File: config.mk
export PLATFORM = sky130hd
export DESIGN_NAME = eam_top
export DESIGN_NICKNAME = d
export VERILOG_FILES = /design/src/verilog/eam_pkg.sv /design/src/verilog/rf_if.sv /design/src/verilog/eam_top.sv /design/src/verilog/reg_bank.sv
export VERILOG_INCLUDE_DIRS = /design/src /design/src/verilog
export SDC_FILE = /design/constraint.sdc
export NUM_CORES = 2
export LEC_CHECK = 0
export ABC_AREA = 1
export BUFFER_PORTS_ARGS = -buffer_cell sky130_fd_sc_hd__buf_4
export CAP_MARGIN = 30
export CORE_MARGIN = 2
export CORE_UTILIZATION = 45
export DETAILED_ROUTE_END_ITERATION = 16
export PLACE_DENSITY_LB_ADDON = 0.08
export SLEW_MARGIN = 0
export SYNTH_ARGS = -nofsm -noshare
export SYNTH_HDL_FRONTEND = slang
export SYNTH_SLANG_ARGS = --single-unit
File: constraint.sdc
create_clock -name core_clk -period 32.3 [get_ports core_clk]
set_input_delay 1.615 -clock core_clk [delete_from_list [all_inputs] [get_ports core_clk]]
set_output_delay 1.615 -clock core_clk [all_outputs]
set_load 0.01 [all_outputs]
File: src/verilog/eam_consts.svh
// named constants of the effective-address modifier: codes, fields, offsets
// assumes 36-bit words with bit 35 as the leftmost (bit 0 of the word format)
`ifndef EAM_CONSTS_SVH
`define EAM_CONSTS_SVH

// ----------------------------------------------------------------
// modification type and designator codes
// ----------------------------------------------------------------
// codes are free choices
`define TM_R 2'h0
`define TM_RI 2'h1
`define TM_IT 2'h2
`define TM_IR 2'h3
`define TD_NONE 4'h0
`define TD_AU 4'h1
`define TD_QU 4'h2
`define TD_DU 4'h3
`define TD_IC 4'h4
`define TD_AL 4'h5
`define TD_QL 4'h6
`define TD_DL 4'h7
`define TD_XBIT 3
`define V_I 4'h0
`define V_ID 4'h1
`define V_DI 4'h2
`define V_SC 4'h3
`define V_CI 4'h4
`define V_AD 4'h5
`define V_F 4'h6
`define V_IDC 4'h7
`define V_DIC 4'h8

// ----------------------------------------------------------------
// word fields
// ----------------------------------------------------------------
`define F_ADDR 35:18
`define F_LOW 17:0
`define F_TALLY 17:6
`define F_TAG 5:0
`define F_TM 5:4
`define F_TD 3:0
`define F_ZERO 5:3
`define F_CPOS 2:0
`define F_CH5 5:0
`define F_HI 35:32
`define F_LO 31:0
`define CHAR_W 6
`define CPOS_LAST 3'h5
`define CPOS_FIRST 3'h0
`define I_Y 17:0
`define I_TM 23:22
`define I_TD 21:18

// ----------------------------------------------------------------
// register bank and bus map
// ----------------------------------------------------------------
`define RF_DEPTH 11
`define RF_A 4'h8
`define RF_Q 4'h9
`define RF_IC 4'hA
`define A_CTRL 8'h00
`define A_STAT 8'h04
`define A_INSTR 8'h08
`define A_EA 8'h0C
`define A_OPLO 8'h10
`define A_OPHI 8'h14
`define A_STLO 8'h18
`define A_STHI 8'h1C
`define A_HIWR 8'h20
`define A_HIRD 8'h24
`define RF_PAGE 2'h1
`define CTRL_GO 0
`define CTRL_STORE 1

`endif

File: src/verilog/eam_pkg.sv
// types shared by the effective-address modifier and its register bank
// assumes nothing beyond the constants header
package eam_pkg;
  typedef logic [35:0] word_t;
  typedef logic [17:0] addr_t;
  typedef logic [3:0] rf_idx_t;
  typedef enum logic [2:0] {S_IDLE, S_EVAL, S_IND_RD, S_IND_WB, S_OPER, S_OP_RD, S_OP_WR, S_DONE} state_t;
endpackage : eam_pkg

File: src/verilog/rf_if.sv
// carrier between the modifier and its register bank
// assumes one clock; read data returns one edge after the index
`timescale 1ns/100ps
`default_nettype none
interface rf_if;
  import eam_pkg::*;
  logic wr_en;
  rf_idx_t wr_idx;
  word_t wr_data;
  rf_idx_t eng_idx;
  word_t eng_data;
  rf_idx_t bus_idx;
  word_t bus_data;
  modport ctl (output wr_en, wr_idx, wr_data, eng_idx, bus_idx, input eng_data, bus_data);
  modport bank (input wr_en, wr_idx, wr_data, eng_idx, bus_idx, output eng_data, bus_data);
endinterface : rf_if
`default_nettype wire

File: src/verilog/eam_top.sv
// effective-address modifier with character extract and insert, APB slave
// assumes one 250 MHz clock and a held memory request acknowledged by mem_ack
`timescale 1ns/100ps
`default_nettype none
`include "eam_consts.svh"
module eam_top
  import eam_pkg::*;
(
  input wire logic core_clk, // processor clock
  input wire logic reset_n, // asynchronous reset, low active
  input wire logic psel, // apb select
  input wire logic penable, // apb access phase
  input wire logic pwrite, // apb direction
  input wire logic [7:0] paddr, // apb byte address
  input wire logic [31:0] pwdata, // apb write data
  output logic [31:0] prdata, // apb read data
  output logic pready, // apb ready
  output logic pslverr, // apb error on unmapped address
  output logic mem_req, // memory request, held until ack
  output logic mem_we, // memory write
  output logic [17:0] mem_addr, // memory word address
  output logic [35:0] mem_wdata, // memory write word
  input wire logic [35:0] mem_rdata, // memory read word
  input wire logic mem_ack // memory answer
);
  rf_if rf ();

  logic rst_meta_q, rst_n_q;
  state_t state_q, state_d;
  addr_t addr_q, addr_d, ea_q, ea_d, maddr_q, maddr_d;
  logic [1:0] tm_q, tm_d;
  logic [3:0] td_q, td_d, irtd_q, irtd_d;
  logic irp_q, irp_d, cont_q, cont_d, char_q, char_d;
  logic [2:0] cpos_q, cpos_d;
  word_t oper_q, oper_d, mwd_q, mwd_d, store_data_q;
  logic fault_q, fault_d, done_q, done_d, tz_q, tz_d, dir_q, dir_d;
  logic [23:0] instr_q;
  logic store_q, go_q, rdy_q;
  logic [3:0] hiwr_q, hird_q;
  logic [31:0] prdata_q;

  // ----------------------------------------------------------------
  // reset release
  // ----------------------------------------------------------------
  always_ff @(posedge core_clk or negedge reset_n) begin
    if (!reset_n) begin
      rst_meta_q <= 1'b0;
      rst_n_q <= 1'b0;
    end else begin
      rst_meta_q <= 1'b1;
      rst_n_q <= rst_meta_q;
    end
  end

  reg_bank u_bank (
    .core_clk(core_clk),
    .rst_n(rst_n_q),
    .rf(rf.bank)
  );

  // ----------------------------------------------------------------
  // decode helpers
  // ----------------------------------------------------------------
  function automatic rf_idx_t rf_sel(logic [3:0] td);
    if (td[`TD_XBIT]) begin
      rf_sel = {1'b0, td[2:0]};
    end else if (td == `TD_QU || td == `TD_QL) begin
      rf_sel = `RF_Q;
    end else if (td == `TD_IC) begin
      rf_sel = `RF_IC;
    end else begin
      rf_sel = `RF_A;
    end
  endfunction : rf_sel

  function automatic addr_t index_val(logic [3:0] td, word_t r);
    if (td[`TD_XBIT] || td == `TD_AL || td == `TD_QL || td == `TD_IC) begin
      index_val = r[`F_LOW];
    end else if (td == `TD_AU || td == `TD_QU) begin
      index_val = r[`F_ADDR];
    end else begin
      index_val = '0;
    end
  endfunction : index_val

  // six 6-bit characters, position 0 leftmost
  function automatic logic [5:0] char_shift(logic [2:0] p);
    char_shift = 6'(`CHAR_W * (`CPOS_LAST - p));
  endfunction : char_shift

  function automatic word_t char_pick(word_t w, logic [2:0] p);
    word_t s;
    s = w >> char_shift(p);
    char_pick = {30'h0, s[`F_CH5]};
  endfunction : char_pick

  function automatic word_t char_put(word_t w, logic [2:0] p, logic [5:0] c);
    word_t m;
    m = {30'h0, 6'h3F} << char_shift(p);
    char_put = (w & ~m) | ({30'h0, c} << char_shift(p));
  endfunction : char_put

  // ----------------------------------------------------------------
  // index source and address sums
  // ----------------------------------------------------------------
  logic [3:0] eff_td, eff_td_nx;
  addr_t sum, ra, ra_up, ra_dn;
  logic [11:0] rt, rt_up, rt_dn;
  logic direct;
  assign eff_td = (tm_q == `TM_R && irp_q) ? irtd_q : td_q;
  assign eff_td_nx = (tm_d == `TM_R && irp_d) ? irtd_d : td_d;
  // index word fetched while the address is loaded
  assign rf.eng_idx = rf_sel(eff_td_nx);
  assign sum = addr_q + index_val(eff_td, rf.eng_data);
  assign ra = mem_rdata[`F_ADDR];
  assign ra_up = ra + 18'h1;
  assign ra_dn = ra - 18'h1;
  assign rt = mem_rdata[`F_TALLY];
  assign rt_up = rt + 12'h1;
  assign rt_dn = rt - 12'h1;
  assign direct = eff_td == `TD_DU || eff_td == `TD_DL;

  // ----------------------------------------------------------------
  // modification sequencer
  // ----------------------------------------------------------------
  always_comb begin
    state_d = state_q;
    addr_d = addr_q;
    ea_d = ea_q;
    maddr_d = maddr_q;
    tm_d = tm_q;
    td_d = td_q;
    irp_d = irp_q;
    irtd_d = irtd_q;
    cont_d = cont_q;
    char_d = char_q;
    cpos_d = cpos_q;
    oper_d = oper_q;
    mwd_d = mwd_q;
    fault_d = fault_q;
    done_d = done_q;
    tz_d = tz_q;
    dir_d = dir_q;
    unique case (state_q)
      S_IDLE: begin
        if (go_q) begin
          addr_d = instr_q[`I_Y];
          tm_d = instr_q[`I_TM];
          td_d = instr_q[`I_TD];
          {irp_d, cont_d, char_d, fault_d, done_d, tz_d, dir_d} = '0;
          state_d = S_EVAL;
        end
      end
      S_EVAL: begin
        unique case (tm_q)
          `TM_R: begin
            if (direct) begin
              oper_d = (eff_td == `TD_DU) ? {addr_q, 18'h0} : {18'h0, addr_q};
              dir_d = 1'b1;
              state_d = S_DONE;
            end else begin
              // register add, saved designator if chained
              ea_d = sum;
              state_d = S_OPER;
            end
          end
          `TM_RI: begin
            addr_d = sum;
            maddr_d = sum;
            state_d = S_IND_RD;
          end
          `TM_IR: begin
            // remember the last designator of the chain
            irp_d = 1'b1;
            irtd_d = td_q;
            maddr_d = addr_q;
            state_d = S_IND_RD;
          end
          `TM_IT: begin
            maddr_d = addr_q;
            state_d = S_IND_RD;
          end
        endcase
      end
      S_IND_RD: begin
        if (mem_ack) begin
          cont_d = 1'b0;
          if (tm_q != `TM_IT) begin
            addr_d = ra;
            tm_d = mem_rdata[`F_TM];
            td_d = mem_rdata[`F_TD];
            state_d = S_EVAL;
          end else begin
            // indirect address is the operand address; DI and DIC use it less one
            ea_d = ra;
            state_d = S_IND_WB;
            case (td_q)
              `V_I: begin
                state_d = S_OPER;
              end
              `V_ID, `V_IDC: begin
                mwd_d = {ra_up, rt_dn, mem_rdata[`F_TAG]};
                tz_d = rt_dn == '0;
                cont_d = td_q == `V_IDC;
                addr_d = ra;
              end
              `V_DI, `V_DIC: begin
                mwd_d = {ra_dn, rt_up, mem_rdata[`F_TAG]};
                ea_d = ra_dn;
                cont_d = td_q == `V_DIC;
                addr_d = ra_dn;
              end
              `V_SC: begin
                // octal position in the low three bits
                cpos_d = mem_rdata[`F_CPOS];
                char_d = 1'b1;
                tz_d = rt_dn == '0;
                // step the word after the last position
                if (mem_rdata[`F_CPOS] == `CPOS_LAST) begin
                  mwd_d = {ra_up, rt_dn, 3'h0, `CPOS_FIRST};
                end else begin
                  mwd_d = {ra, rt_dn, 3'h0, 3'(mem_rdata[`F_CPOS] + 3'h1)};
                end
              end
              `V_CI: begin
                cpos_d = mem_rdata[`F_CPOS];
                char_d = 1'b1;
                state_d = S_OPER;
              end
              `V_AD: begin
                mwd_d = {18'(ra + {12'h0, mem_rdata[`F_TAG]}), rt_dn, mem_rdata[`F_TAG]};
                tz_d = rt_dn == '0;
              end
              default: begin
                fault_d = 1'b1;
                state_d = S_DONE;
              end
            endcase
            if (mem_rdata[`F_ZERO] != 3'h0 && (td_q == `V_SC || td_q == `V_CI)) begin
              fault_d = 1'b1;
              state_d = S_DONE;
            end
          end
        end
      end
      S_IND_WB: begin
        if (mem_ack) begin
          if (cont_q) begin
            // continue with the word's own tag
            td_d = mwd_q[`F_TD];
            tm_d = mwd_q[`F_TM];
            state_d = S_EVAL;
          end else begin
            state_d = S_OPER;
          end
        end
      end
      S_OPER: begin
        maddr_d = ea_q;
        mwd_d = store_data_q;
        state_d = (store_q && !char_q) ? S_OP_WR : S_OP_RD;
      end
      S_OP_RD: begin
        if (mem_ack) begin
          if (store_q) begin
            // merge character five into the chosen position
            mwd_d = char_put(mem_rdata, cpos_q, store_data_q[`F_CH5]);
            state_d = S_OP_WR;
          end else begin
            oper_d = char_q ? char_pick(mem_rdata, cpos_q) : mem_rdata;
            state_d = S_DONE;
          end
        end
      end
      S_OP_WR: begin
        if (mem_ack) begin
          state_d = S_DONE;
        end
      end
      S_DONE: begin
        done_d = 1'b1;
        state_d = S_IDLE;
      end
    endcase
  end

  always_ff @(posedge core_clk or negedge rst_n_q) begin
    if (!rst_n_q) begin
      state_q <= S_IDLE;
      {addr_q, ea_q, maddr_q} <= '0;
      {tm_q, td_q, irtd_q, cpos_q} <= '0;
      {irp_q, cont_q, char_q, fault_q, done_q, tz_q, dir_q} <= '0;
      {oper_q, mwd_q} <= '0;
    end else begin
      state_q <= state_d;
      {addr_q, ea_q, maddr_q} <= {addr_d, ea_d, maddr_d};
      {tm_q, td_q, irtd_q, cpos_q} <= {tm_d, td_d, irtd_d, cpos_d};
      {irp_q, cont_q, char_q, fault_q, done_q, tz_q, dir_q} <= {irp_d, cont_d, char_d, fault_d, done_d, tz_d, dir_d};
      {oper_q, mwd_q} <= {oper_d, mwd_d};
    end
  end

  // memory port
  assign mem_req = state_q == S_IND_RD || state_q == S_IND_WB || state_q == S_OP_RD || state_q == S_OP_WR;
  assign mem_we = state_q == S_IND_WB || state_q == S_OP_WR;
  assign mem_addr = maddr_q;
  assign mem_wdata = mwd_q;

  // ----------------------------------------------------------------
  // apb slave, one wait state
  // ----------------------------------------------------------------
  logic busy, hit_rf, hit_any, wr_acc, first_acc;
  logic [7:0] off;
  logic [31:0] rd_mux;
  assign busy = state_q != S_IDLE;
  assign off = paddr;
  assign hit_rf = off[7:6] == `RF_PAGE && off[5:2] < 4'(`RF_DEPTH) && off[1:0] == 2'h0;
  assign hit_any = hit_rf || off == `A_CTRL || off == `A_STAT || off == `A_INSTR || off == `A_EA ||
    off == `A_OPLO || off == `A_OPHI || off == `A_STLO || off == `A_STHI || off == `A_HIWR || off == `A_HIRD;
  assign pready = psel && penable && rdy_q;
  assign pslverr = pready && !hit_any;
  assign wr_acc = pready && pwrite && hit_any;
  assign first_acc = psel && penable && !rdy_q;
  assign prdata = prdata_q;
  assign rf.bus_idx = off[5:2];
  assign rf.wr_en = wr_acc && hit_rf;
  assign rf.wr_idx = off[5:2];
  assign rf.wr_data = {hiwr_q, pwdata};
  assign rd_mux = hit_rf ? rf.bus_data[`F_LO] :
    off == `A_STAT ? {27'h0, dir_q, tz_q, fault_q, done_q, busy} :
    off == `A_INSTR ? {8'h0, instr_q} :
    off == `A_EA ? {14'h0, ea_q} :
    off == `A_OPLO ? oper_q[`F_LO] :
    off == `A_OPHI ? {28'h0, oper_q[`F_HI]} :
    off == `A_STLO ? store_data_q[`F_LO] :
    off == `A_STHI ? {28'h0, store_data_q[`F_HI]} :
    off == `A_HIWR ? {28'h0, hiwr_q} :
    off == `A_HIRD ? {28'h0, hird_q} :
    off == `A_CTRL ? {30'h0, store_q, 1'b0} : 32'h0;

  always_ff @(posedge core_clk or negedge rst_n_q) begin
    if (!rst_n_q) begin
      {rdy_q, go_q, store_q} <= '0;
      {instr_q, store_data_q, hiwr_q, hird_q, prdata_q} <= '0;
    end else begin
      rdy_q <= first_acc;
      go_q <= wr_acc && off == `A_CTRL && pwdata[`CTRL_GO] && !busy;
      if (first_acc) begin
        prdata_q <= pwrite ? 32'h0 : rd_mux;
      end
      if (first_acc && !pwrite && hit_rf) begin
        hird_q <= rf.bus_data[`F_HI];
      end
      if (wr_acc && off == `A_CTRL && !busy) begin
        store_q <= pwdata[`CTRL_STORE];
      end
      if (wr_acc && off == `A_INSTR && !busy) begin
        instr_q <= pwdata[23:0];
      end
      if (wr_acc && off == `A_STLO) begin
        store_data_q[`F_LO] <= pwdata;
      end
      if (wr_acc && off == `A_STHI) begin
        store_data_q[`F_HI] <= pwdata[3:0];
      end
      if (wr_acc && off == `A_HIWR) begin
        hiwr_q <= pwdata[3:0];
      end
    end
  end
endmodule : eam_top
`default_nettype wire

File: src/verilog/reg_bank.sv
// index, accumulator, quotient and counter words with two registered reads
// assumes synchronous reset copy from the top module
`timescale 1ns/100ps
`default_nettype none
`include "eam_consts.svh"
module reg_bank
  import eam_pkg::*;
(
  input wire logic core_clk, // processor clock
  input wire logic rst_n, // synchronised reset, low active
  rf_if.bank rf // engine and bus ports
);
  word_t mem_q [`RF_DEPTH];

  // ----------------------------------------------------------------
  // storage and registered reads
  // ----------------------------------------------------------------
  always_ff @(posedge core_clk or negedge rst_n) begin
    if (!rst_n) begin
      for (int i = 0; i < `RF_DEPTH; i++) begin
        mem_q[i] <= '0;
      end
      rf.eng_data <= '0;
      rf.bus_data <= '0;
    end else begin
      if (rf.wr_en) begin
        mem_q[rf.wr_idx] <= rf.wr_data;
      end
      rf.eng_data <= mem_q[rf.eng_idx];
      rf.bus_data <= mem_q[rf.bus_idx];
    end
  end
endmodule : reg_bank
`default_nettype wire

==> reports/qor.yml <==
status: "completed"
max_freq_ghz: 0.1607
netlist_area_sq_um: 41800
grt_use_total: 0.3859
dp.final_hpwl_um: 126000
clock_skew_ns: 0.03391
grt_antenna_before_repair: 8
drtPass1Iterations: 8
rsz0062_at_grt: "false"
gp_congestion: 1.026
grt_pass1_wl_um: 271700
pre_cts_ws_ns: 25.75
ys_ff_latch: 722
synth_mux_area_frac: 0
max_stage_delay_ns: 0.85
hold_viol: 0
start_util: 0.4553
worst_pin_slew_ns: 1.051
ctsHoldBuffers: 0
final_core_util: 0.5110
clockRootBuffer: "clkbuf_16"
fin_crit_sh: 0.1927
layout-drive-gt1-share: 0.07935
synthXorXnorAreaFrac: 0.008173
synth_area_per_cell_sq_um: 7.245
yosys.area_share.simple: 0.2474
grt_start_max_net_pins: 151
path_class: "reg -> reg"
synth_edf_count: 0
cts.sinks: 722
cts_buffers: 85
die_h_um: 308.8
slew_headroom: 0.2950
hp-class: "reg -> reg"
leakagePower_nw: 21.48
layout_setup_ws_ns: 26.08
critPathCaptureType: "flop"
synthArstFlopShare: 1.000
cts_buffer_depth: 3
cpMaxStageDelayCell: "nand3_4"
cp_max_fo: 54
cp.arrival_ns: 6.75
nFillCells: 9233
ys.flop_type: "dfrtp_1"
postPlaceCellArea_sq_um: 43980
routed_via_density: 6.078
finalSetupTns_ns: 0
ios: 172
core-area_sq_um: 91800
clk_pin_slew_worst_paths_ns: 0.06
synth.distinct_cells: 56
chipWidth_um: 308.8
ir_worst_vdd_v: 0.0001980
worstPathRequired_ns: 32.83
report.final.setup_viol: 0
h-tree-depth: 3
layout.nets: 5805
fin_crit_ns: 6.224
numPortBuffers: 171
grt_remaining_overflow: 0
die_area_sq_um: 95330
ant_nets: 0
critPathLaunchType: "flop"
cts-resized-gates: 0
post_cts_buffers: 0
place_inst: 6840
wl_um: 184900
clock_latency_ns: 0.68
power_per_cell_area_nw_per_um2: 100.1
vias: 42490
drc: 0
ys_warn_count: 0
cp_cell_sequence: "buf_4 > inv_1 > nor2_1 > o21ai_0 > nand3_1 > nand2_1 > nor2_4 > nand3b_1 > nand2_2 > buf_4 > nand3_4 > buf_4 > nand2_4 > buf_4 > nand2_1 > nand3_1 > nand2_1 > nand2_1 > nand3_1"
routedWlPerCell_um: 26.45
syn_nets: 5888
final_area_sq_um: 46910
area_delta_synth_final_pct: 12.25
maxCapViolCount: 0
synthCells: 5769
reg2reg_from: "tm_q[1]"
drv_slew: 0
cts_tree: "done"
synth_top_family_by_area: "simple AND/OR/NAND/NOR gates"
synth_compound_area_frac: 0.2047
first_global_vias: 39610
holdCritStartpoint: "rst_meta_q"
seq_area_frac_synth: 0.4323
cp-startpoint: "tm_q[1]"
synthAdderAreaFrac: 0.01144
drt_iter0_drc: 5101
final_cell_count_no_fill: 6991
num_rows: 111
## power breakdown
part	internal [mW]	total (mW)	switching, mW
sequential	1.01	1.13	0.115
combinational	0.716	2.56	1.84
clock	0.602	1.01	0.408
## routing by layer
| metal | track usage | part of all wire | up-vias |
|---|---|---|---|
| met3 | 0.06790 | 0.090 | 491 |
| met4 | 0.2398 | 0.072 | 6 |
| li1 | - | - | 19200 |
| met2 | 0.5839 | 0.44 | 2331 |
| met1 | 0.5146 | 0.40 | 20460 |
| met5 | 0 | 0.00022 | - |
## final timing paths
path,slack (ns),end,cells after the start
min in group asynchronous,0.44,u_bank.mem_q[116],0
worst min register to register,0.35,rst_n_q,0
worst max-delay path,26.08,u_bank.rf.eng_data[7],19
worst min-delay path,0.35,rst_n_q,0
max in group asynchronous,28.97,mem_wdata[33],3
worst max register to register,26.08,u_bank.rf.eng_data[7],19
## placed cells by master, fill, tap and decap left out, types with 28 or more instances in the layout
cell / n
o221ai_1: 32
nand3_1: 692
xor2_1: 34
dfrtp_1: 721
ha_1: 35
a31oi_1: 28
a21oi_1: 242
o22ai_1: 153
nand3b_1: 43
a22oi_1: 44
clkbuf_16: 87
nand2_1: 1349
o21ai_1: 50
nor2_1: 228
buf_4: 238
o21ai_0: 801
o211ai_1: 52
inv_1: 591
## cell usage after synthesis (5+ instances only)
cell type | count | area [sq um]
nand2_1 | 1354 | 5082
o21ai_0 | 801 | 4009
dfrtp_1 | 722 | 18070
nand3_1 | 704 | 3523
inv_1 | 593 | 2226
clkbuf_1 | 325 | 1220
a21oi_1 | 242 | 1211
nor2_1 | 238 | 893.4
o22ai_1 | 153 | 957.2
buf_2 | 60 | 300.3
o211ai_1 | 52 | 390.4
o21ai_1 | 50 | 250.2
a22oi_1 | 44 | 330.3
nand3b_1 | 43 | 322.8
ha_1 | 35 | 437.9
xor2_1 | 34 | 297.8
o221ai_1 | 32 | 280.3
a31oi_1 | 28 | 175.2
buf_1 | 28 | 105.1
nand4_1 | 22 | 137.6
nor3_1 | 22 | 110.1
o2111ai_1 | 22 | 192.7
a22o_1 | 16 | 140.1
a211oi_1 | 14 | 105.1
a221oi_1 | 14 | 122.6
clkinv_1 | 12 | 45.04
inv_2 | 12 | 45.04
buf_4 | 9 | 67.56
o31ai_1 | 9 | 67.56
or2_2 | 9 | 56.30
a221o_1 | 7 | 70.07
nor4_1 | 7 | 43.79
nand2_2 | 5 | 31.28
nor2_4 | 5 | 56.30
o311ai_0 | 5 | 43.79
o41ai_1 | 5 | 43.79
xnor2_1 | 5 | 43.79
## critical path: cells and delay by family (launching register included)
kind | cells | cell delay (ns)
buf+inv | 5 | 2.66
flops | 1 | 0.32
compound gates | 1 | 0.13
simple gates | 13 | 2.88
## metrics by stage
step,hold slack (ns),power [mW]
final,0.3518,4.698
after global routing,0.3545,4.965
after CTS,0.3540,4.649
after detailed placement,0.3413,3.634
after global placement,0.3359,3.594
after floorplan,0.3312,2.748
## cell families (layout without fill, tap and decap cells)
group,count (synthesis),in the layout
AO/OA/AOI/OAI,1514,1514
XOR/XNOR,39,39
adder cells (fa/ha/maj),37,37
buffers and inverters,1039,1017
flip-flops,722,722
other,1,2
AND/OR/NAND/NOR,2417,2417
## sequential cells by signal, indices dropped and copies added (netlist names), 18 cells and up
name                flops
instr_q                24
addr_q                 18
prdata                 32
store_data_q           36
mem_wdata              36
mem_addr               18
oper_q                 36
u_bank.rf.bus_data     36
u_bank.mem_q          396
ea_q                   18
u_bank.rf.eng_data     36
## layout make-up
| class | instances | area (sq um) | share of cell area |
|---|---|---|---|
| Antenna cell | 1 | 2.502 | 0.00005334 |
| Tap cell | 1243 | 1555 | 0.03315 |
| Sequential cell | 722 | 18070 | 0.3852 |
| Clock inverter | 25 | 365.4 | 0.007788 |
| Inverter | 617 | 2317 | 0.04939 |
| Clock buffer | 123 | 2512 | 0.05355 |
| Multi-Input combinational cell | 4008 | 19970 | 0.4257 |
| Timing Repair Buffer | 252 | 2120 | 0.04518 |
No activity file was read; power rests on OpenSTA's default activity.
